## src/eps_pkg.sv

```systemverilog
// Constants and carrier types of the exception pending state register.
`default_nettype none

package eps_pkg;

  // Register offsets on the Avalon-MM slave, byte addresses.
  localparam logic [11:0] ICS_OFS      = 12'hd04;
  localparam logic [11:0] EVT_STAT_OFS = 12'hd40;
  localparam logic [11:0] EVT_MASK_OFS = 12'hd44;

  // Field positions of interrupt_control_state.
  localparam int SV_SET_BIT  = 28;
  localparam int SV_CLR_BIT  = 27;
  localparam int ST_SET_BIT  = 26;
  localparam int ST_CLR_BIT  = 25;
  localparam int PREEMPT_BIT = 23;
  localparam int IRQP_BIT    = 22;
  localparam int HIGH_LSB    = 12;
  localparam int ACT_LSB     = 0;
  localparam int EXC_W       = 6;

  // Reset values.
  localparam logic [31:0] ICS_RST   = 32'h0000_0000;
  localparam logic [31:0] RDATA_RST = 32'h0000_0000;

  // Event status and mask layout.
  localparam int EVT_NUM    = 3;
  localparam int EVT_SV     = 0;
  localparam int EVT_TICK   = 1;
  localparam int EVT_IRQP   = 2;
  localparam logic [EVT_NUM-1:0] EVT_RST = 3'h0;

  // Cycles from a request to the cycle in which waitrequest is low.
  localparam int WAIT_CYCLES = 1;

  // State reported by the exception prioritisation logic.
  typedef struct packed {
    logic             debug_exit_preempt;
    logic             irq_pending_flag;
    logic [EXC_W-1:0] highest_pending_number;
    logic [EXC_W-1:0] active_exception_number;
  } eps_exc_state_t;

  // Pulses from the core when it enters a handler.
  typedef struct packed {
    logic deferred_taken;
    logic tick_taken;
  } eps_taken_t;

endpackage

`default_nettype wire

```

## src/eps_evt_irq.sv

```systemverilog
// Sticky event status, mask and level interrupt output.
`timescale 1ns/1ns
`default_nettype none

module eps_evt_irq
  import eps_pkg::*;
#(
  parameter int N = EVT_NUM
)
(
  // Clock and reset.
  input  wire logic         clock,
  input  wire logic         rst,
  // Event pulses.
  input  wire logic [N-1:0] evt,
  // Software side.
  input  wire logic         mask_wr,
  input  wire logic [N-1:0] mask_wdata,
  input  wire logic         stat_clr,
  input  wire logic [N-1:0] clr_bits,
  // State and interrupt.
  output logic [N-1:0]      status,
  output logic [N-1:0]      mask,
  output logic              irq
);

  logic [N-1:0] status_r;
  logic [N-1:0] mask_r;
  logic         irq_r;
  wire  [N-1:0] clr_mask;
  wire  [N-1:0] status_nxt;
  wire  [N-1:0] mask_nxt;
  wire          irq_nxt;

  if (N < 1 || N > 32) begin : g_chk
    $error("eps_evt_irq: N must be 1 to 32");
  end

  // A new event wins over a read clear in the same cycle.
  assign clr_mask   = stat_clr ? clr_bits : '0;
  assign status_nxt = evt | (status_r & ~clr_mask);
  assign mask_nxt   = mask_wr ? mask_wdata : mask_r;
  assign irq_nxt    = |(status_nxt & mask_nxt);

  always_ff @(posedge clock) begin
    if (rst) begin
      status_r <= N'(EVT_RST);
      mask_r   <= N'(EVT_RST);
      irq_r    <= 1'b0;
    end else begin
      status_r <= status_nxt;
      mask_r   <= mask_nxt;
      irq_r    <= irq_nxt;
    end
  end

  assign status = status_r;
  assign mask   = mask_r;
  assign irq    = irq_r;
endmodule

`default_nettype wire

```

## src/eps_interrupt_control_state.sv

```systemverilog
// Interrupt control and state register with its Avalon-MM slave.
`timescale 1ns/1ns
`default_nettype none

module eps_interrupt_control_state
  import eps_pkg::*;
#(
  parameter int ADDR_W = 12
)
(
  // Clock and reset.
  input  wire logic              clock,
  input  wire logic              rst,
  // Avalon-MM slave.
  input  wire logic [ADDR_W-1:0] avs_address,
  input  wire logic              avs_read,
  input  wire logic              avs_write,
  input  wire logic [3:0]        avs_byteenable,
  input  wire logic [31:0]       avs_writedata,
  output logic [31:0]            avs_readdata,
  output logic                   avs_waitrequest,
  // Prioritisation logic, core and tick timer.
  input  wire eps_exc_state_t    exc_state,
  input  wire eps_taken_t        taken,
  input  wire logic              tick_event,
  // Pending state towards the prioritisation logic.
  output logic                   deferred_service_pending,
  output logic                   tick_pending,
  // Interrupt.
  output logic                   irq
);

  if (ADDR_W < 12 || ADDR_W > 32) begin : g_chk
    $error("eps_interrupt_control_state: ADDR_W must be 12 to 32");
  end

  // Builds the read view of interrupt_control_state.
  function automatic logic [31:0] ics_view(
    input logic           sv,
    input logic           st,
    input eps_exc_state_t es
  );
    logic [31:0] v;
    v = ICS_RST;
    v[SV_SET_BIT]  = sv;
    v[ST_SET_BIT]  = st;
    v[PREEMPT_BIT] = es.debug_exit_preempt;
    v[IRQP_BIT]    = es.irq_pending_flag;
    v[HIGH_LSB +: EXC_W] = es.highest_pending_number;
    v[ACT_LSB +: EXC_W]  = es.active_exception_number;
    return v;
  endfunction

  // Full address compare, so aliases and misaligned addresses miss.
  function automatic logic addr_is(
    input logic [ADDR_W-1:0] a,
    input logic [11:0]       ofs
  );
    return a == ADDR_W'(ofs);
  endfunction

  // Registers.
  logic                wait_r;
  logic [31:0]         rdata_r;
  logic                sv_pend_r;
  logic                st_pend_r;
  logic                irqp_r;

  // Next values.
  logic                wait_nxt;
  logic [31:0]         rdata_nxt;
  logic                sv_pend_nxt;
  logic                st_pend_nxt;

  // Event block signals.
  wire  [EVT_NUM-1:0]  evt;
  logic [EVT_NUM-1:0]  evt_status;
  logic [EVT_NUM-1:0]  evt_mask;

  // Bus phase decode.
  wire req    = avs_read | avs_write;
  wire wr_acc = avs_write & ~wait_r;
  wire rd_acc = avs_read & ~wait_r;
  wire rd_cap = avs_read & wait_r;

  // Address decode.
  wire hit_ics  = addr_is(avs_address, ICS_OFS);
  wire hit_stat = addr_is(avs_address, EVT_STAT_OFS);
  wire hit_mask = addr_is(avs_address, EVT_MASK_OFS);

  // Only byte lane 3 carries the set and clear bits.
  wire ics_wr  = wr_acc & hit_ics & avs_byteenable[3];
  wire mask_wr = wr_acc & hit_mask & avs_byteenable[0];

  wire sv_set_wr = ics_wr & avs_writedata[SV_SET_BIT];
  wire sv_clr_wr = ics_wr & avs_writedata[SV_CLR_BIT];
  wire st_set_wr = ics_wr & avs_writedata[ST_SET_BIT];
  wire st_clr_wr = ics_wr & avs_writedata[ST_CLR_BIT];

  // deferred service has no hardware set source.
  // a set in the same write overrides the clear.
  assign sv_pend_nxt = sv_set_wr |
                       (sv_pend_r & ~sv_clr_wr & ~taken.deferred_taken);

  // set wins over clear, also for the timer event.
  assign st_pend_nxt = st_set_wr | tick_event |
                       (st_pend_r & ~st_clr_wr & ~taken.tick_taken);

  // reserved and unmapped bits read as zero.
  wire [31:0] stat_view = 32'(evt_status);
  wire [31:0] mask_view = 32'(evt_mask);
  // the read view carries the pending state.
  // the tick set bit reads the tick pending state.
  wire [31:0] ics_rd = ics_view(sv_pend_r, st_pend_r, exc_state);
  wire [31:0] rd_mux = hit_ics  ? ics_rd    :
                       hit_stat ? stat_view :
                       hit_mask ? mask_view : 32'h0000_0000;

  // One wait cycle: request seen, then accepted with data ready.
  assign wait_nxt  = ~(req & wait_r);
  assign rdata_nxt = rd_cap ? rd_mux : rdata_r;

  // Events: deferred or tick newly pending, interrupt flag rising.
  assign evt[EVT_SV]   = sv_pend_nxt & ~sv_pend_r;
  assign evt[EVT_TICK] = st_pend_nxt & ~st_pend_r;
  assign evt[EVT_IRQP] = exc_state.irq_pending_flag & ~irqp_r;

  always_ff @(posedge clock) begin
    if (rst) begin
      wait_r <= 1'b1;
      rdata_r <= RDATA_RST;
      irqp_r <= 1'b0;
    end else begin
      wait_r <= wait_nxt;
      rdata_r <= rdata_nxt;
      irqp_r <= exc_state.irq_pending_flag;
    end
  end

  always_ff @(posedge clock) begin
    if (rst) begin
      sv_pend_r <= ICS_RST[SV_SET_BIT];
      st_pend_r <= ICS_RST[ST_SET_BIT];
    end else begin
      sv_pend_r <= sv_pend_nxt;
      st_pend_r <= st_pend_nxt;
    end
  end

  // A status read clears only the bits that the read returned, so an
  // event that lands during the wait cycle is kept.
  eps_evt_irq #(
    .N (EVT_NUM)
  ) u_evt (
    .clock      (clock),
    .rst        (rst),
    .evt        (evt),
    .mask_wr    (mask_wr),
    .mask_wdata (avs_writedata[EVT_NUM-1:0]),
    .stat_clr   (rd_acc & hit_stat),
    .clr_bits   (rdata_r[EVT_NUM-1:0]),
    .status     (evt_status),
    .mask       (evt_mask),
    .irq        (irq)
  );

  assign avs_readdata             = rdata_r;
  assign avs_waitrequest          = wait_r;
  assign deferred_service_pending = sv_pend_r;
  assign tick_pending             = st_pend_r;

  wire ics_wacc = avs_write & ~wait_r & hit_ics & avs_byteenable[3];
  wire ics_racc = avs_read & ~wait_r & hit_ics;
endmodule

`default_nettype wire

```

## config.mk

```make
export PLATFORM = sky130hd
export DESIGN_NAME = eps_interrupt_control_state
export DESIGN_NICKNAME = d
export VERILOG_FILES = /design/src/eps_pkg.sv /design/src/eps_evt_irq.sv /design/src/eps_interrupt_control_state.sv
export SDC_FILE = /design/constraint.sdc
export NUM_CORES = 1
export LEC_CHECK = 0
export ABC_AREA = 1
export BUFFER_PORTS_ARGS = -buffer_cell sky130_fd_sc_hd__buf_2
export CORE_UTILIZATION = 37
export DETAILED_ROUTE_END_ITERATION = 7
export PLACE_DENSITY_LB_ADDON = 0.08
export SETUP_SLACK_MARGIN = 0.02
export SLEW_MARGIN = 20
export SYNTH_ARGS = -nofsm -noshare
export SYNTH_HDL_FRONTEND = slang
export SYNTH_SLANG_ARGS = --single-unit
```

## constraint.sdc

```tcl
create_clock -name clock -period 1.2 [get_ports clock]
set_clock_uncertainty 0.1 [all_clocks]
set_input_delay 0.24 -clock clock [delete_from_list [all_inputs] [get_ports clock]]
set_output_delay 0.24 -clock clock [all_outputs]
set_load 0.02 [all_outputs]
```

==> impl_metrics.ini <==
[setup_path]
r2r_start = avs_waitrequest
worst-path-max-fanout = 4
path_class = reg -> out
worstPathArrival_ps = 910
crit_slowest_cell = dfxtp_4
startpoint_type = register
cp-end-kind = output port
crit_chain = buf_4 > buf_6
r2r_slack_ps = -40
critical_path.max_stage_delay_ps = 350
crit_required_ps = 860
cp-startpoint = avs_waitrequest

[timing]
setup_violations = 5
period_minus_slack_ps = 1250
max_freq_mhz = 803
finalMaxSlewViolations = 0
finalHoldViolCount = 0
setup_ws_ps = -45.5
period_share_pct = 104
finalSetupTns_ps = -145
grt_setup_unrepaired = true
timing.hold.ws_ps = 88.3

[power]
p_leak_uw = 0.00116
p_total_uw = 1990
power_density_nw_per_um2 = 854
vdd_ir_drop_max_uv = 689

[global_route]
grt_util_all_layers_pct = 16.4
antenna_found_initial = 0
grt_first_pass_wirelength_um = 5640
grt.overflow.total = 0
grt_pass1_vias = 1324
grt_max_degree = 17

[yosys]
syn_area_sq_um = 1560
synth.mux.area_fraction_pct = 0
synth_top_family_by_area = simple AND/OR/NAND/NOR gates
ys_ff_latch = 27
ys_seq_area_share_pct = 34.7
synth_area_per_cell_sq_um = 7.34
synthSimpleGateAreaFrac_pct = 33.8
yosys_warnings = 0
synth_cell_types = 25
synth-xor-area-share_pct = 0
syn_inst = 212
synthAdderAreaFrac_pct = 0
synth-compound-area-share_pct = 13.8

[cts]
numCtsBuffers = 3
cts.path.max_buffers = 2
clkTransAtPathRegs_ps = 100
cts_sinks = 27
cts_root_buf = clkbuf_8
worstSkewPairLatency_ps = 270
ctsHtreeMaxLevel = 1
cts.hold.buffers_added = 0
cts_tree = built

[floorplanning]
core_area_sq_um = 4030
die_area_sq_um = 4470
fp.dieH_um = 66.9
fp.dieW_um = 66.9
initial_core_util_pct = 38.6
ios = 105
num_rows = 23

[detailed_routing]
drcViolationCount = 0
vias = 1526
wl_per_cell_um = 10.7
viasPerCell = 4.48
firstDrtPassIters = 4
wl_um = 3640
drt-initial-drc-count = 33
antenna_left = 0

[placement]
io_buffers = 61
routabilityCongestion = 0.704
post-place-ws_ps = -277
place_hpwl_um = 2660

[finish]
drive_gt1_share_pct = 53.6
fin_nets = 361
antennaDiodeCount = 0
syn_to_final_growth_pct = 49.7
mostFrequentLayoutCells = 53 x buf_2, 30 x nand2_1, 21 x dfxtp_1, 21 x buf_4, 20 x inv_1
final_common_cell = buf_2

[flow_run]
maxCapViolCount = 0

[status]
outcome = complete, but fails checks
violations = setup timing

[min_path]
hp-class = in -> reg
hold_start = avs_read
==> state kept, by name, summed over array words and instances, names as in the netlist <==
signal	flops
deferred_service_pending	1
irqp_r	1
avs_waitrequest	1
u_evt.status	3
u_evt.mask	3
tick_pending	1
avs_readdata	16
u_evt.irq	1
==> cells in the mapped netlist <==
master	instances	area [sq um]
nand2_1	36	135
dfxtp_1	27	541
inv_1	26	97.6
nor2_1	19	71.3
buf_4	16	120
nand2_2	14	87.6
o21ai_0	13	65.1
nand3_1	12	60.1
a21oi_1	11	55.1
a21oi_2	10	87.6
nand4_1	8	50.1
buf_2	3	15.0
nor2_4	3	33.8
clkbuf_1	2	7.51
nand4_2	2	25.0
and2_4	1	8.76
buf_12	1	20.0
buf_6	1	11.3
conb_1	1	3.75
nand2_4	1	11.3
nor2_2	1	6.26
nor2_8	1	20.0
nor3_2	1	10.0
o211ai_1	1	7.51
or2_2	1	6.26
==> logic make-up after synthesis <==
family | count (synthesis)
buffers and inverters | 49
flip-flops | 27
other | 1
AND/OR/NAND/NOR | 100
AO/OA/AOI/OAI | 35
==> area by class of cell <==
cell class | count | area [sq um]
sequential | 27 | 551
fill | 413 | 1700
clock inverter | 1 | 6.26
timing repair buffer | 83 | 589
multi-input combinational | 151 | 967
inverter | 26 | 113
tap | 50 | 62.6
clock buffer | 3 | 41.3
==> worst max-delay path, delay by kind of cell, from the launching register on <==
kind | cells | cell delay [ps]
DFF | 1 | 350
buffers and inverters | 2 | 280
==> stage by stage <==
step	instances	cell area, sq um	utilization [%]
floorplan	227	1700	-
global placement	333	2060	51.1
detailed placement	333	2060	51.1
CTS	338	2180	54.0
global route	341	2330	57.8
finish	341	2330	57.8
==> path summary, 6_finish.rpt <==
kind                      endpoint  depth (start not counted)
hold reg to reg   avs_readdata[28]                          2
setup reg to reg         u_evt.irq                          8
hold / removal     avs_waitrequest                          2
setup / recovery   avs_waitrequest                          2
==> layer usage <==
| layer | part of all wire, % | wire (um) | track usage [%] | vias up |
|---|---|---|---|---|
| met5 | 0 | 0 | 0 | - |
| met2 | 50 | 1800 | 27.3 | 44 |
| met3 | 5.7 | 207 | 3.77 | 2 |
| li1 | - | - | - | 806 |
| met4 | 0.33 | 12 | 3.99 | 0 |
| met1 | 44 | 1610 | 21.1 | 674 |
==> power breakdown <==
group	internal, uW	leakage (uW)	switching [uW]
registers	938	0.000224	23.2
logic	204	0.000910	289
clock network	237	0.0000260	296
total	1380	0.00116	609
==> repair_timing <==
action,in CTS,in global routing
resized for setup,23,30
gates cloned,1,1
setup buffers,0,2
endpoints found under the setup margin,23,30
pin swaps,3,6
Note: power is estimated with default switching activity, not from simulation.
